## src/hdl/maf_map.svh

```systemverilog
// Behaviour
// - Servo enabled only with command, no off, no error
// - Forced stop clears command; stop or error disables
// - Servo-on command changes ignored while positioning
// - Command stays set in stopped run state
// - Slot fault flag follows continuous module check
// - Unconfigured slots excluded from check and use
// - Slot fault flag change decelerates moving axes
// - Slot fault blocks starts until reset
// - Jog command rise starts all selected axes
// - Jog command fall decelerates axes it started
// - Accept flag set without per-axis readiness check
// - Pulse generator inputs gated by enables, reset clear
// - Sticky overrun flag when processing exceeds cycle
// - Speed-change flag only for sequence instruction
// - Per-axis flags for 32 axes, fewer valid
// - Decelerating flag held during automatic deceleration
// - Follow-up: flag clears on command address change
// - Constant speed: flag set decelerating to final point
// - Flag clears at normal start completion
// - Flag may set during S-curve acceleration
// - Flag never set for jog, generator, stop, zero travel
`ifndef MAF_MAP_SVH
`define MAF_MAP_SVH

// ----------------------------------------
// Sizes
// ----------------------------------------
`define MAF_AXES_MAX 32
`define MAF_AXES_MID 16
`define MAF_AXES_SMALL 8
`define MAF_SLOTS 8
`define MAF_JOG_WORDS 4
`define MAF_JOG_WORD_W 16
`define MAF_MPG_COUNT 3
`define MAF_CYCLE_W 16

// ----------------------------------------
// Reset values
// ----------------------------------------
`define MAF_MPG_EN_RESET 3'h0
`define MAF_SERVO_ON_RESET 1'h0

`endif

```

## src/hdl/maf_pkg.sv

```systemverilog
package maf_pkg;

    // ----------------------------------------
    // Motion modes reported per axis
    // ----------------------------------------
    typedef enum logic [2:0] {
        MAF_MODE_IDLE = 3'h0,
        MAF_MODE_POSITIONING = 3'h1,
        MAF_MODE_FOLLOW_UP = 3'h2,
        MAF_MODE_CONST_SPEED = 3'h3,
        MAF_MODE_JOG = 3'h4,
        MAF_MODE_PULSE_GEN = 3'h5
    } maf_motion_mode_t;

endpackage
```

## src/hdl/maf_axis_cell.sv

```systemverilog
`timescale 1ns/1ps
`include "maf_map.svh"

module maf_axis_cell (
    // Clock and reset
    input wire logic core_clk_i,
    input wire logic rst_i,
    // Axis valid in this variant
    input wire logic axis_valid_i,
    // Speed change sources
    input wire logic seq_speed_change_start_i,
    input wire logic host_speed_change_start_i,
    input wire logic speed_change_done_i,
    // Deceleration status
    input wire maf_pkg::maf_motion_mode_t mode_i,
    input wire logic auto_decel_active_i,
    input wire logic scurve_early_decel_i,
    input wire logic stop_decel_i,
    input wire logic travel_zero_i,
    input wire logic cmd_addr_change_i,
    input wire logic start_complete_i,
    // Flags
    output logic speed_change_accepting_o,
    output logic auto_decelerating_o
);
    import maf_pkg::*;

    logic mode_ok;
    logic next_decel;

    // Only positioning, follow-up and constant speed qualify
    always_comb begin
        unique case (mode_i)
            MAF_MODE_POSITIONING: mode_ok = 1'b1;
            MAF_MODE_FOLLOW_UP: mode_ok = 1'b1;
            MAF_MODE_CONST_SPEED: mode_ok = 1'b1;
            MAF_MODE_IDLE: mode_ok = 1'b0;
            MAF_MODE_JOG: mode_ok = 1'b0;
            MAF_MODE_PULSE_GEN: mode_ok = 1'b0;
            default: mode_ok = 1'b0;
        endcase
    end

    // Level follows deceleration; stops and zero travel never count
    always_comb begin
        next_decel = axis_valid_i & mode_ok & ~stop_decel_i & ~travel_zero_i
            & (auto_decel_active_i | scurve_early_decel_i);
        if (start_complete_i) begin
            next_decel = 1'b0;
        end
        if (cmd_addr_change_i && mode_i == MAF_MODE_FOLLOW_UP) begin
            next_decel = 1'b0;
        end
    end

    always_ff @(posedge core_clk_i) begin
        if (rst_i) begin
            auto_decelerating_o <= 1'b0;
        end else begin
            auto_decelerating_o <= next_decel;
        end
    end

    // Host-issued change never raises the flag; set wins over done
    always_ff @(posedge core_clk_i) begin
        if (rst_i || !axis_valid_i) begin
            speed_change_accepting_o <= 1'b0;
        end else if (seq_speed_change_start_i && !host_speed_change_start_i) begin
            speed_change_accepting_o <= 1'b1;
        end else if (speed_change_done_i) begin
            speed_change_accepting_o <= 1'b0;
        end
    end

endmodule

```

## src/hdl/maf_flags.sv

```systemverilog
`timescale 1ns/1ps
`include "maf_map.svh"

module maf_flags #(
    parameter int AXES = `MAF_AXES_MAX,
    parameter int AXES_VALID = `MAF_AXES_MAX,
    parameter int SLOTS = `MAF_SLOTS,
    parameter int JOG_WORDS = `MAF_JOG_WORDS,
    parameter int JOG_WORD_W = `MAF_JOG_WORD_W,
    parameter int MPG_COUNT = `MAF_MPG_COUNT,
    parameter int CYCLE_W = `MAF_CYCLE_W
) (
    // Clock and reset
    input wire logic core_clk_i,
    input wire logic rst_i,

    // Servo-on command from host
    input wire logic servo_on_wr_i,
    input wire logic servo_on_val_i,
    input wire logic forced_stop_i,
    input wire logic run_stopped_i,
    input wire logic [AXES-1:0] axis_servo_off_cmd_i,
    input wire logic [AXES-1:0] axis_servo_error_i,
    input wire logic [AXES-1:0] axis_positioning_i,

    // Slot supervision
    input wire logic [SLOTS-1:0] slot_configured_i,
    input wire logic [SLOTS-1:0] slot_module_bad_i,
    input wire logic [SLOTS-1:0] slot_use_req_i,
    input wire logic [AXES-1:0] axis_moving_i,
    input wire logic [AXES-1:0] axis_start_req_i,

    // Simultaneous jog
    input wire logic jog_simultaneous_start_cmd_i,
    input wire logic [JOG_WORDS*JOG_WORD_W-1:0] jog_axis_select_words_i,

    // Pulse generators
    input wire logic pulse_generator_enables_wr_i,
    input wire logic [MPG_COUNT-1:0] pulse_generator_enables_val_i,
    input wire logic [MPG_COUNT-1:0] pulse_generator_pulse_i,

    // Cycle supervision
    input wire logic cycle_done_i,
    input wire logic [CYCLE_W-1:0] cycle_time_i,
    input wire logic [CYCLE_W-1:0] operation_cycle_setting_i,
    input wire logic user_program_reset_i,

    // Per-axis speed change and deceleration status
    input wire logic [AXES-1:0] speed_change_instruction_i,
    input wire logic [AXES-1:0] host_speed_change_instruction_i,
    input wire logic [AXES-1:0] speed_change_done_i,
    input wire maf_pkg::maf_motion_mode_t axis_mode_i [AXES],
    input wire logic [AXES-1:0] auto_decel_active_i,
    input wire logic [AXES-1:0] scurve_early_decel_i,
    input wire logic [AXES-1:0] stop_decel_i,
    input wire logic [AXES-1:0] travel_zero_i,
    input wire logic [AXES-1:0] cmd_addr_change_i,
    input wire logic [AXES-1:0] start_complete_i,

    // Servo status
    output logic all_axes_servo_on_cmd_o,
    output logic servo_on_accept_flag_o,
    output logic [AXES-1:0] servo_enable_o,

    // Slot status
    output logic slot_fault_flag_o,
    output logic start_lockout_o,
    output logic [SLOTS-1:0] slot_use_grant_o,
    output logic [AXES-1:0] axis_start_grant_o,

    // Motion requests
    output logic [AXES-1:0] jog_start_o,
    output logic [AXES-1:0] decel_stop_o,

    // Pulse generator status
    output logic [MPG_COUNT-1:0] pulse_generator_enables_o,
    output logic [MPG_COUNT-1:0] pulse_generator_pulse_o,

    // Cycle status
    output logic cycle_overrun_flag_o,

    // Per-axis flags
    output logic [AXES-1:0] speed_change_accepting_flags_o,
    output logic [AXES-1:0] auto_decelerating_flags_o
);
    import maf_pkg::*;

    // ----------------------------------------
    // Common terms
    // ----------------------------------------
    logic [AXES-1:0] axis_valid;
    logic any_positioning;
    logic slot_bad_now;
    logic slot_fault_prev;
    logic slot_fault_edge;
    logic jog_cmd_prev;
    logic jog_rise;
    logic jog_fall;
    logic [AXES-1:0] jog_select;
    logic [AXES-1:0] jog_owned;
    logic overrun_now;

    // Axes beyond the variant size stay inert
    genvar g;
    generate
        for (g = 0; g < AXES; g = g + 1) begin : g_valid
            assign axis_valid[g] = (g < AXES_VALID);
        end
    endgenerate

    assign any_positioning = |(axis_positioning_i & axis_valid);

    // ----------------------------------------
    // All-axes servo-on command
    // ----------------------------------------

    // Writes during positioning are dropped; forced stop wins over a write
    always_ff @(posedge core_clk_i) begin
        if (rst_i) begin
            all_axes_servo_on_cmd_o <= `MAF_SERVO_ON_RESET;
        end else if (forced_stop_i) begin
            all_axes_servo_on_cmd_o <= 1'b0;
        end else if (servo_on_wr_i && !any_positioning) begin
            all_axes_servo_on_cmd_o <= servo_on_val_i;
        end
    end
    // run_stopped_i deliberately has no path to the command above

    // Acceptance does not wait on any axis being ready
    always_ff @(posedge core_clk_i) begin
        if (rst_i) begin
            servo_on_accept_flag_o <= 1'b0;
        end else begin
            servo_on_accept_flag_o <= all_axes_servo_on_cmd_o & ~forced_stop_i;
        end
    end

    // Per-axis enable gated by command, off request, error and stop
    always_ff @(posedge core_clk_i) begin
        if (rst_i) begin
            servo_enable_o <= '0;
        end else if (forced_stop_i) begin
            servo_enable_o <= '0;
        end else begin
            servo_enable_o <= {AXES{all_axes_servo_on_cmd_o}} & ~axis_servo_off_cmd_i
                & ~axis_servo_error_i & axis_valid;
        end
    end

    // ----------------------------------------
    // Slot supervision
    // ----------------------------------------

    // Only configured slots take part in the check
    assign slot_bad_now = |(slot_module_bad_i & slot_configured_i);

    // Flag tracks the check every cycle, starting right after reset
    always_ff @(posedge core_clk_i) begin
        if (rst_i) begin
            slot_fault_flag_o <= 1'b0;
            slot_fault_prev <= 1'b0;
        end else begin
            slot_fault_flag_o <= slot_bad_now;
            slot_fault_prev <= slot_fault_flag_o;
        end
    end

    assign slot_fault_edge = slot_fault_flag_o ^ slot_fault_prev;

    // Unconfigured slots are never granted
    always_ff @(posedge core_clk_i) begin
        if (rst_i) begin
            slot_use_grant_o <= '0;
        end else begin
            slot_use_grant_o <= slot_use_req_i & slot_configured_i;
        end
    end

    // Lockout outlives the flag itself; only reset releases it
    always_ff @(posedge core_clk_i) begin
        if (rst_i) begin
            start_lockout_o <= 1'b0;
        end else if (slot_fault_flag_o) begin
            start_lockout_o <= 1'b1;
        end
    end

    // Starts refused while the flag or the lockout stands
    always_ff @(posedge core_clk_i) begin
        if (rst_i) begin
            axis_start_grant_o <= '0;
        end else if (slot_fault_flag_o || start_lockout_o) begin
            axis_start_grant_o <= '0;
        end else begin
            axis_start_grant_o <= axis_start_req_i & axis_valid;
        end
    end

    // ----------------------------------------
    // Simultaneous jog
    // ----------------------------------------

    // Only the low word bits map to axes; the rest is ignored
    assign jog_select = jog_axis_select_words_i[AXES-1:0] & axis_valid;

    always_ff @(posedge core_clk_i) begin
        if (rst_i) begin
            jog_cmd_prev <= 1'b0;
        end else begin
            jog_cmd_prev <= jog_simultaneous_start_cmd_i;
        end
    end

    assign jog_rise = jog_simultaneous_start_cmd_i & ~jog_cmd_prev;
    assign jog_fall = ~jog_simultaneous_start_cmd_i & jog_cmd_prev;

    // One-cycle start pulse to all selected axes at once
    always_ff @(posedge core_clk_i) begin
        if (rst_i) begin
            jog_start_o <= '0;
        end else if (jog_rise && !start_lockout_o && !slot_fault_flag_o) begin
            jog_start_o <= jog_select;
        end else begin
            jog_start_o <= '0;
        end
    end

    // Remember which axes this command launched
    always_ff @(posedge core_clk_i) begin
        if (rst_i) begin
            jog_owned <= '0;
        end else if (jog_rise && !start_lockout_o && !slot_fault_flag_o) begin
            jog_owned <= jog_select;
        end else if (jog_fall) begin
            jog_owned <= '0;
        end
    end

    // Decelerated stop requests: jog release or slot flag change
    always_ff @(posedge core_clk_i) begin
        if (rst_i) begin
            decel_stop_o <= '0;
        end else begin
            decel_stop_o <= ({AXES{jog_fall}} & jog_owned)
                | ({AXES{slot_fault_edge}} & axis_moving_i & axis_valid);
        end
    end

    // ----------------------------------------
    // Pulse generators
    // ----------------------------------------

    always_ff @(posedge core_clk_i) begin
        if (rst_i) begin
            pulse_generator_enables_o <= `MAF_MPG_EN_RESET;
        end else if (pulse_generator_enables_wr_i) begin
            pulse_generator_enables_o <= pulse_generator_enables_val_i;
        end
    end

    // Input pulses pass only while their enable is set
    always_ff @(posedge core_clk_i) begin
        if (rst_i) begin
            pulse_generator_pulse_o <= '0;
        end else begin
            pulse_generator_pulse_o <= pulse_generator_pulse_i & pulse_generator_enables_o;
        end
    end

    // ----------------------------------------
    // Cycle overrun
    // ----------------------------------------

    assign overrun_now = cycle_done_i && (cycle_time_i > operation_cycle_setting_i);

    // Sticky; a new overrun in the clearing cycle still sets it
    always_ff @(posedge core_clk_i) begin
        if (rst_i) begin
            cycle_overrun_flag_o <= 1'b0;
        end else if (overrun_now) begin
            cycle_overrun_flag_o <= 1'b1;
        end else if (user_program_reset_i) begin
            cycle_overrun_flag_o <= 1'b0;
        end
    end

    // ----------------------------------------
    // Per-axis flag cells
    // ----------------------------------------

    generate
        for (g = 0; g < AXES; g = g + 1) begin : g_axis
            maf_axis_cell u_cell (
                .core_clk_i(core_clk_i),
                .rst_i(rst_i),
                .axis_valid_i(axis_valid[g]),
                .seq_speed_change_start_i(speed_change_instruction_i[g]),
                .host_speed_change_start_i(host_speed_change_instruction_i[g]),
                .speed_change_done_i(speed_change_done_i[g]),
                .mode_i(axis_mode_i[g]),
                .auto_decel_active_i(auto_decel_active_i[g]),
                .scurve_early_decel_i(scurve_early_decel_i[g]),
                .stop_decel_i(stop_decel_i[g]),
                .travel_zero_i(travel_zero_i[g]),
                .cmd_addr_change_i(cmd_addr_change_i[g]),
                .start_complete_i(start_complete_i[g]),
                .speed_change_accepting_o(speed_change_accepting_flags_o[g]),
                .auto_decelerating_o(auto_decelerating_flags_o[g])
            );
        end
    endgenerate

endmodule

```

## config.mk

```make
export PLATFORM = sky130hd
export DESIGN_NAME = maf_flags
export DESIGN_NICKNAME = d
export VERILOG_FILES = /design/src/hdl/maf_pkg.sv /design/src/hdl/maf_axis_cell.sv /design/src/hdl/maf_flags.sv
export VERILOG_INCLUDE_DIRS = /design/src /design/src/hdl
export SDC_FILE = /design/constraint.sdc
export NUM_CORES = 1
export LEC_CHECK = 0
export BUFFER_PORTS_ARGS = -buffer_cell sky130_fd_sc_hd__buf_2
export CELL_PAD_IN_SITES_DETAIL_PLACEMENT = 0
export CELL_PAD_IN_SITES_GLOBAL_PLACEMENT = 1
export CORE_AREA = 2 2 343 345
export CTS_CLUSTER_SIZE = 24
export DETAILED_ROUTE_END_ITERATION = 10
export DIE_AREA = 0 0 345 347
export GPL_ROUTABILITY_DRIVEN = 0
export PLACE_DENSITY = 0.4
export RECOVER_POWER = 100
export SLEW_MARGIN = 20
export SYNTH_ARGS = -nofsm -noshare
export SYNTH_HDL_FRONTEND = slang
export SYNTH_SLANG_ARGS = --single-unit
```

## constraint.sdc

```tcl
create_clock -name core_clk_i -period 3 [get_ports core_clk_i]
set_input_delay 0.15 -clock core_clk_i [delete_from_list [all_inputs] [get_ports core_clk_i]]
set_output_delay 0.15 -clock core_clk_i [all_outputs]
set_load 0.02 [all_outputs]
```

# Yosys cells after proc, flatten, opt, wreduce, memory -nomap -nowiden
# Index checks and enable logic that the tools add are counted.
dict set report word_totals {
  out_inout_bits 211
  register_bits 245
}
dict set report op_classes {
  n_eq_ne 96
  bitwise_logic 210
  mux 100
  order_cmp 1
  reduce_logical 207
}
# cell n
set op_table {}
lappend op_table {{$eq 3x2->1 const B} 64}
lappend op_table {{$reduce_or 3->1} 64}
lappend op_table {{$and 32x32->32} 4}
lappend op_table {{$and 1x1->1} 99}
lappend op_table {{$mux 1} 98}
lappend op_table {{$eq 3x1->1 const B} 32}
lappend op_table {{$logic_and 1x1->1} 68}
lappend op_table {{$not 1->1} 68}
lappend op_table {{$reduce_bool 2->1} 34}
lappend op_table {{$mux 32} 2}
lappend op_table {{$not 32->32} 2}
lappend op_table {{$logic_not 1->1} 35}
lappend op_table {{$or 1x1->1} 32}
lappend op_table {{$or 32x32->32} 1}
lappend op_table {{$reduce_or 32->1} 1}
lappend op_table {{$and 8x8->8} 2}
lappend op_table {{$gt 16x16->1} 1}
lappend op_table {{$reduce_or 8->1} 1}
lappend op_table {{$reduce_or 2->1} 3}
lappend op_table {{$and 3x3->3} 1}
lappend op_table {{$logic_or 1x1->1} 1}
lappend op_table {{$xor 1x1->1} 1}

# Depth between registers and ports, before layout
# Gate-level depths: netlist of run 1.
dict set report depth {
  ltp_word 6
  ltp_mapped 7
  ltp_nobuf 7
}

# Modules after synthesis
# Synthesis of run 1 repeated with hierarchy kept, for this count alone.
dict set report unflattened {
  hier_cells 873
  area_unflattened_um2 9188.8
}
# module seq_area_each_um2 instances area_each_um2 cells_each
set modules_own_cells {}
lappend modules_own_cells {maf_flags 3623.5 1 5865.6 521}
lappend modules_own_cells {maf_axis_cell 40.0 32 103.8 11}

# Least setup slack after synthesis of run 1
# No wires, ideal clock.
dict set report synth_timing {
  path_type {reg2reg}
  start {reg slot_fault_flag_o}
  end {reg jog_owned[11]}
  stages_incl_launch_ff 5
  setup_time_ps 58
  arrival_ps 1291
  n_path_buf 1
  required_time_ps 2942
  path_slack_ps 1651
  cell_sequence {dfxtp_1 -> nor2_1 -> a21oi_1 -> clkbuf_1 -> a21o_1}
}
dict set report synth_via {
  elab_chain_cells 3
}
# element line_no
set synth_rtl {}
lappend synth_rtl {{from (decl)} maf_flags.sv:66} ;# output logic slot_fault_flag_o,
lappend synth_rtl {{from (signal assigned)} maf_flags.sv:163} ;# slot_fault_flag_o <= slot_bad_now;
lappend synth_rtl {{$logic_not 1->1 *} maf_flags.sv:232} ;# end else if (jog_rise && !start_lockout_o && !slot_fault_flag_o) begin
lappend synth_rtl {{$logic_and 1x1->1 *} maf_flags.sv:232}
lappend synth_rtl {{$mux 32 or $reduce_bool 2->1 (tied branches)} -}
lappend synth_rtl {{to (signal assigned)} maf_flags.sv:233} ;# jog_owned <= jog_select;
lappend synth_rtl {{to (decl)} maf_flags.sv:100} ;# logic [AXES-1:0] jog_owned;
# Every way passes the cells marked *; elsewhere a longest branch is shown, timed or not.
# A chain may end at the register's enable or synchronous reset.

# Worst setup path after layout of run 1
dict set report layout_timing {
  start {reg slot_fault_flag_o}
  end {reg decel_stop_o[31]}
}
dict set report layout_via {
  elab_chain_cells 3
}
# element line_no
set layout_rtl {}
lappend layout_rtl {{$xor 1x1->1} maf_flags.sv:168} ;# assign slot_fault_edge = slot_fault_flag_o ^ slot_fault_prev;
lappend layout_rtl {{$and 32x32->32} maf_flags.sv:245} ;# | ({AXES{slot_fault_edge}} & axis_moving_i & axis_valid);
lappend layout_rtl {{$or 32x32->32} maf_flags.sv:245}
lappend layout_rtl {{to (signal assigned)} maf_flags.sv:244} ;# decel_stop_o <= ({AXES{jog_fall}} & jog_owned)
lappend layout_rtl {{to (decl)} maf_flags.sv:73} ;# output logic [AXES-1:0] decel_stop_o,
# Every way passes these cells.

==> results.sh, run 1 <==
export IMPL_status="finished clean"
export IMPL_clockRootBuffer="clkbuf_16"
export IMPL_grt_max_degree=83
export IMPL_crit_slowest_cell="clkbuf_2"
export IMPL_synth_top_cell_by_area="dfxtp_1"
export IMPL_dr_first_iter_drc_count=371
export IMPL_ir_drop_mv=0.329
export IMPL_synth_area_leaders="dfxtp_1, buf_4, nand2b_1"
export IMPL_ctsResizeCount=0
export IMPL_post_cts_setup_buffers=0
export IMPL_totalPowerFinal_w=0.00916
export IMPL_relSlewSlack_pct=36.6
export IMPL_cp_start_kind="register"
export IMPL_overflow=0
export IMPL_finalSetupTns_ns=0
export IMPL_yosys_register_bits=245
export IMPL_internal_power_w=0.00665
export IMPL_crit_path_cell_trace="xnor2_1 > nor2_1 > clkbuf_2 > a22o_1"
export IMPL_seqPwrFrac_pct=37.3
export IMPL_finalMaxSlewViolations=0
export IMPL_cp_startpoint="slot_fault_flag_o"
export IMPL_vias=11100
export IMPL_clkTransAtPathRegs_ns=0.06
export IMPL_sw_frac_of_total_pct=27.4
export IMPL_grt_pass1_wl_um=88500
export IMPL_clk_path_buf_depth=3
export IMPL_grt_pass1_vias=11800
export IMPL_ys_seq_area_share_pct=53.5
export IMPL_clk_latency_ns=0.58
export IMPL_clock_sinks=245
export IMPL_initial_core_util_pct=7.92
export IMPL_final_setup_viol_count=0
export IMPL_drc=0
export IMPL_r2r_start="slot_fault_flag_o"
export IMPL_ys_warn_count=0
export IMPL_wl_met1_um=23400
export IMPL_pwr_share_clk_pct=48.0
export IMPL_n_fill_cell=13400
export IMPL_synth_cell_types=35
export IMPL_syn_inst=910
export IMPL_drtPass1Iterations=4
export IMPL_total_leakage_power_nw=8.77
export IMPL_die_area_um2=120000
export IMPL_fin_nets=2746
export IMPL_placed_area_um2=14900
export IMPL_clock_skew_ns=0.0107
export IMPL_cts_tree="yes"
export IMPL_final_cell_mix="buf_2, dlygate4sd3_1, dfxtp_1"
export IMPL_timing_final_hold_violations=0
export IMPL_port_buffers=857
export IMPL_switching_power_w=0.00251
export IMPL_chipWidth_um=345
export IMPL_area_growth_pct=107
export IMPL_p_comb_share_pct=14.8
export IMPL_grt_usage_pct=10.5
export IMPL_fin_crit_sh_pct=77.6
export IMPL_cts_htree_levels=2
export IMPL_ys_async_sr_fraction_pct=0
export IMPL_end_kind="register"
export IMPL_period_minus_slack_ns=2.33
export IMPL_worst_ep_required_time_ns=3.52
export IMPL_crit_path_max_incr_delay_ns=0.81
export IMPL_drt_wl_total_um=64900
export IMPL_row_count=125
export IMPL_critPathMaxFanout=29
export IMPL_rsz0062_at_grt="no"
export IMPL_critical_path_class="reg -> reg"
export IMPL_drive_gt1_share_pct=35.1
export IMPL_cp_top_family="buffers and inverters"
export IMPL_path_buf_inv=1
export IMPL_core_area_um2=116000
export IMPL_netlist_area_leader_share_pct=53.5
export IMPL_timing_fmax_mhz=429
export IMPL_arrival_ns=2.85
export IMPL_worstMarginPinSlew_ns=0.951
export IMPL_vias_per_cell=3.06
export IMPL_synth_area_um2=9170
export IMPL_dieHeight_um=347
export IMPL_syn_nets=1606
export IMPL_cellPowerDensity_nw_per_um2=482
export IMPL_wl_per_cell_um=17.9
export IMPL_synth_edf_count=0
export IMPL_hpwlAfterDp_um=53900
export IMPL_ctsHoldBuffers=333
export IMPL_route_met3_wl_um=6080
export IMPL_antenna_found_initial=50
export IMPL_routed_wl_met2_um=33600
export IMPL_ant_nets=0
export IMPL_synth_avg_cell_area_um2=10.1
export IMPL_top_layer="met5"
export IMPL_post_route_cell_area_um2=19000
export IMPL_mostFrequentLayoutCell="buf_2"
export IMPL_numCtsBuffers=36
export IMPL_min_from="slot_module_bad_i[0]"
export IMPL_maxCapViolations=0
export IMPL_ys_flop_type="dfxtp_1"
export IMPL_hold_path_class="in -> reg"
export IMPL_io_pins=891
==> power groups by stage <==
| stage | combinational (W) | sequential (W) | clock, W |
|---|---|---|---|
| global placement | 0.00113 | 0.00348 | 0 |
| finish | 0.00135 | 0.00341 | 0.00439 |
| global route | 0.00149 | 0.00342 | 0.00473 |
| CTS | 0.00143 | 0.00341 | 0.00464 |
| floorplan | 0.000353 | 0.00356 | 0 |
| detailed placement | 0.00113 | 0.00348 | 0 |
==> per-stage QoR <==
step                instances  hold slack (ns)  util [%]  setup WS (ns)
CTS                      3599          0.00255      16.7          0.878
global placement         3203            0.313      12.8           1.21
finish                   3616           0.0594      16.4          0.671
detailed placement       3203            0.313      12.8           1.19
global route             3601           0.0446      16.4          0.460
floorplan                 910            0.221         -           1.65
==> flip-flops by register name, summed over array words and instances (netlist names) <==
register / cells
all_axes_servo_on_cmd_o: 1
jog_owned: 32
g_axis.u_cell.auto_decelerating_o: 32
slot_fault_flag_o: 1
servo_on_accept_flag_o: 1
jog_start_o: 32
g_axis.u_cell.speed_change_accepting_o: 32
start_lockout_o: 1
cycle_overrun_flag_o: 1
slot_fault_prev: 1
slot_use_grant_o: 8
decel_stop_o: 32
pulse_generator_pulse_o: 3
axis_start_grant_o: 32
jog_cmd_prev: 1
pulse_generator_enables_o: 3
servo_enable_o: 32
==> Yosys cell counts, drive strengths merged (4+ instances only) <==
library cell / n
nor2b: 37
nor4: 38
nor3: 36
and3: 32
nand2b: 64
inv: 50
a22oi: 4
nor2: 50
nand4: 5
a21oi: 73
clkbuf: 20
and2: 32
a21o: 34
a22o: 32
ha: 16
nand2: 16
dfxtp: 245
buf: 79
or4: 33
mux2i: 4
==> worst paths after layout <==
path	slack [ns]	endpoint	cells past startpoint
setup / recovery	0.67	decel_stop_o[31]	4
hold / removal	0.06	slot_fault_flag_o	3
setup reg to reg	0.67	decel_stop_o[31]	4
hold reg to reg	0.46	pulse_generator_pulse_o[1]	2
==> kinds of logic (layout without fill, tap and decap cells) <==
logic type	after synthesis	in the layout	share of synthesized area (%)
AOI/OAI and AO/OA	148	148	10.6
and+or+nand+nor	347	347	24.0
DFF	245	245	53.5
muxes	4	4	0.437
other	0	17	0
buffers and inverters	149	1314	9.18
xor gates and xnor gates	1	1	0.0955
adders and majority gates	16	16	2.18
==> worst reg2reg max path: stages, from the launching register on <==
cell      delay [ns]
dfxtp_1         0.49
xnor2_1         0.12
nor2_1          0.59
clkbuf_2        0.81
a22o_1          0.28
==> per-layer routing <==
layer / GRT usage, % / vias to the layer above
li1: - / 5365
met1: 10.8 / 5036
met2: 19.6 / 527
met3: 4.24 / 110
met4: 2.80 / 18
met5: 0 / -
==> area by class of cell <==
cell class	count	area (um2)	area share, %
well taps	1524	1910	10.0
flip-flops and latches	245	4900	25.8
multi-input cells	516	3310	17.4
clock buffers	46	1010	5.31
repair buffers	1201	7460	39.3
diodes	17	42.5	0.224
inverters	50	188	0.988
clock inverters	17	180	0.949
Power figures use the tool's default switching activity.
==> run 2, diff against run 1 <==
--- a/config.mk
+++ b/config.mk
@@ -6,13 +6,14 @@
 export SDC_FILE = /design/constraint.sdc
 export NUM_CORES = 1
 export LEC_CHECK = 0
+export ABC_AREA = 1
 export BUFFER_PORTS_ARGS = -buffer_cell sky130_fd_sc_hd__buf_2
 export CELL_PAD_IN_SITES_DETAIL_PLACEMENT = 0
 export CELL_PAD_IN_SITES_GLOBAL_PLACEMENT = 1
-export CORE_AREA = 2 2 343 345
+export CORE_AREA = 2 2 351 353
 export CTS_CLUSTER_SIZE = 24
 export DETAILED_ROUTE_END_ITERATION = 10
-export DIE_AREA = 0 0 345 347
+export DIE_AREA = 0 0 353 355
 export GPL_ROUTABILITY_DRIVEN = 0
 export PLACE_DENSITY = 0.4
 export RECOVER_POWER = 100
==> constraint.sdc (replaced) <==
create_clock -name core_clk_i -period 2.15 [get_ports core_clk_i]
set_input_delay 0.1075 -clock core_clk_i [delete_from_list [all_inputs] [get_ports core_clk_i]]
set_output_delay 0.1075 -clock core_clk_i [all_outputs]
set_load 0.02 [all_outputs]
==> run 2 against run 1 <==
Count of clock-buffer cells in the layout increased by 7. Highest routed layer unchanged. Combinational power increased by 53%. Sequential cell count unchanged. Largest cell class unchanged. Largest power group unchanged. Utilization about the same. Critical path type is now in -> reg.
==> results.sh, run 2 <==
export IMPL_drc=0
export IMPL_mostFrequentLayoutCell="buf_2"
export IMPL_hold_ws_ns=0.0314
export IMPL_worst_r2r_cell_count=5
export IMPL_drtPass1Iterations=4
export IMPL_synth_common_cells="dfxtp_1, inv_1, nand2_1"
export IMPL_switching_power_w=0.00360
export IMPL_hpwlAfterDp_um=58200
export IMPL_end_kind="register"
export IMPL_ys_warn_count=0
export IMPL_drt_wl_total_um=69900
export IMPL_worstMarginPinSlew_ns=1.05
export IMPL_ys_flop_type="dfxtp_1"
export IMPL_n_fill_cell=14200
export IMPL_wl_per_cell_um=17.4
export IMPL_dieHeight_um=355
export IMPL_initial_core_util_pct=7.76
export IMPL_maxCapViolations=0
export IMPL_overflow=0
export IMPL_clock_skew_ns=0.0229
export IMPL_syn_nets=1847
export IMPL_clock_sinks=245
export IMPL_finalSetupTns_ns=0
export IMPL_die_area_um2=125000
export IMPL_totalPowerFinal_w=0.0132
export IMPL_vias_per_cell=3.04
export IMPL_synth_edf_count=0
export IMPL_cts_htree_levels=2
export IMPL_drive_gt1_share_pct=30.7
export IMPL_yosysMostFrequentCell="dfxtp_1"
export IMPL_grt_usage_pct=10.7
export IMPL_grt_pass1_vias=12900
export IMPL_vias=12200
export IMPL_finalMaxSlewViolations=0
export IMPL_fin_nets=3041
export IMPL_grt_max_degree=57
export IMPL_netlist_area_leader_share_pct=52.1
export IMPL_yosys_register_bits=245
export IMPL_utilization_pct=16.5
export IMPL_critPathMaxFanout=1
export IMPL_numCtsBuffers=35
export IMPL_clk_path_buf_depth=3
export IMPL_timing_final_hold_violations=0
export IMPL_p_comb_share_pct=15.7
export IMPL_row_count=128
export IMPL_ir_drop_mv=0.521
export IMPL_synth_top_cell_by_area="dfxtp_1"
export IMPL_ys_async_sr_fraction_pct=0
export IMPL_period_minus_slack_ns=1.89
export IMPL_worst_ep_required_time_ns=2.62
export IMPL_clk_latency_ns=0.58
export IMPL_regArea_um2=4900
export IMPL_clockRootBuffer="clkbuf_16"
export IMPL_status="finished clean"
export IMPL_final_setup_viol_count=0
export IMPL_arrival_ns=2.35
export IMPL_fin_crit_sh_pct=87.8
export IMPL_whs_path_depth=4
export IMPL_seqPwrFrac_pct=36.0
export IMPL_final_cell_mix="buf_2, dlygate4sd3_1, dfxtp_1"
export IMPL_ys_seq_area_share_pct=52.1
export IMPL_rsz0062_at_grt="no"
export IMPL_dr_first_iter_drc_count=302
export IMPL_chipWidth_um=353
export IMPL_core_area_um2=121000
export IMPL_clkTransAtPathRegs_ns=0.06
export IMPL_syn_inst=1151
export IMPL_grt_pass1_wl_um=93900
export IMPL_internal_power_w=0.00959
export IMPL_timing_fmax_mhz=530
export IMPL_cp_start_kind="primary input"
export IMPL_total_leakage_power_nw=9.38
export IMPL_synth_cell_types=28
export IMPL_area_growth_pct=112
export IMPL_synth_area_leaders="dfxtp_1, inv_1, nand2_1"
export IMPL_cellPowerDensity_nw_per_um2=661
export IMPL_pwr_share_clk_pct=48.3
export IMPL_critical_path_class="in -> reg"
export IMPL_io_pins=891
export IMPL_multi_input_area_um2=3030
export IMPL_cts_tree="yes"
export IMPL_ant_nets=0
export IMPL_post_route_cell_area_um2=20000
export IMPL_synth_avg_cell_area_um2=8.18
export IMPL_port_buffers=857
export IMPL_relSlewSlack_pct=29.9
export IMPL_synth_area_um2=9420
export IMPL_placed_area_um2=15300
export IMPL_hold_path_class="in -> reg"
export IMPL_antenna_found_initial=65
export IMPL_sw_frac_of_total_pct=27.3
==> run 2: cell families (layout without fill, tap and decap cells) <==
| family | after synthesis | count (layout) | synth area share [%] |
|---|---|---|---|
| buffers and inverters | 290 | 1511 | 15.3 |
| xor gates and xnor gates | 1 | 1 | 0.173 |
| DFF | 245 | 245 | 52.1 |
| AOI/OAI and AO/OA | 176 | 176 | 12.1 |
| other | 0 | 21 | 0 |
| and+or+nand+nor | 423 | 423 | 18.2 |
| adders and majority gates | 16 | 16 | 2.13 |
==> run 2: area by class of cell <==
cell class / count / share of cell area [%]
Sequential cell: 245 / 24.6
Tap cell: 1625 / 10.2
Inverter: 189 / 3.56
Clock inverter: 11 / 0.990
Multi-Input combinational cell: 616 / 15.2
Clock buffer: 53 / 5.17
Antenna cell: 21 / 0.263
Timing Repair Buffer: 1258 / 40.1
==> run 2: power by group through the flow <==
stage | combinational (W) | clock [W] | sequential [W]
finish | 0.00207 | 0.00637 | 0.00476
global placement | 0.00169 | 0 | 0.00485
CTS | 0.00217 | 0.00673 | 0.00476
global route | 0.00227 | 0.00688 | 0.00477
detailed placement | 0.00169 | 0 | 0.00486
floorplan | 0.000567 | 0 | 0.00497
==> run 2: final timing paths <==
path	end	from	slack, ns
setup / recovery	g_axis[26].u_cell.auto_decelerating_o	stop_decel_i[26]	0.26
hold reg to reg	pulse_generator_pulse_o[1]	pulse_generator_enables_o[1]	0.47
hold / removal	g_axis[4].u_cell.auto_decelerating_o	travel_zero_i[4]	0.03
setup reg to reg	servo_enable_o[30]	all_axes_servo_on_cmd_o	0.38
==> run 2: stage by stage <==
step / instances / worst slack [ns]
global placement: 3554 / 0.573
global route: 4006 / 0.140
floorplan: 1151 / 1.02
CTS: 3996 / 0.324
detailed placement: 3554 / 0.579
finish: 4018 / 0.263
==> run 2: metal layers <==
layer,track usage [%],up-vias,wire [um]
li1,-,6008,-
met1,11.1,5398,25500
met2,19.2,621,34600
met3,4.45,138,7030
met4,4.38,32,2520
met5,0,-,201
==> run 2: timing repair <==
| item | CTS | global route |
|---|---|---|
| gates resized for setup | 0 | 0 |
| hold endpoints to repair | 243 | 1 |
| buffers inserted | 0 | 0 |
| hold buffers | 378 | 1 |
==> run 2: critical path, cell delays in order <==
cell and delay (ns):
dlygate4sd3_1 0.54, buf_2 0.12, nor3_1 0.14, dlygate4sd3_1 0.56
o211ai_1 0.07, dlygate4sd3_1 0.56, nor2_1 0.24
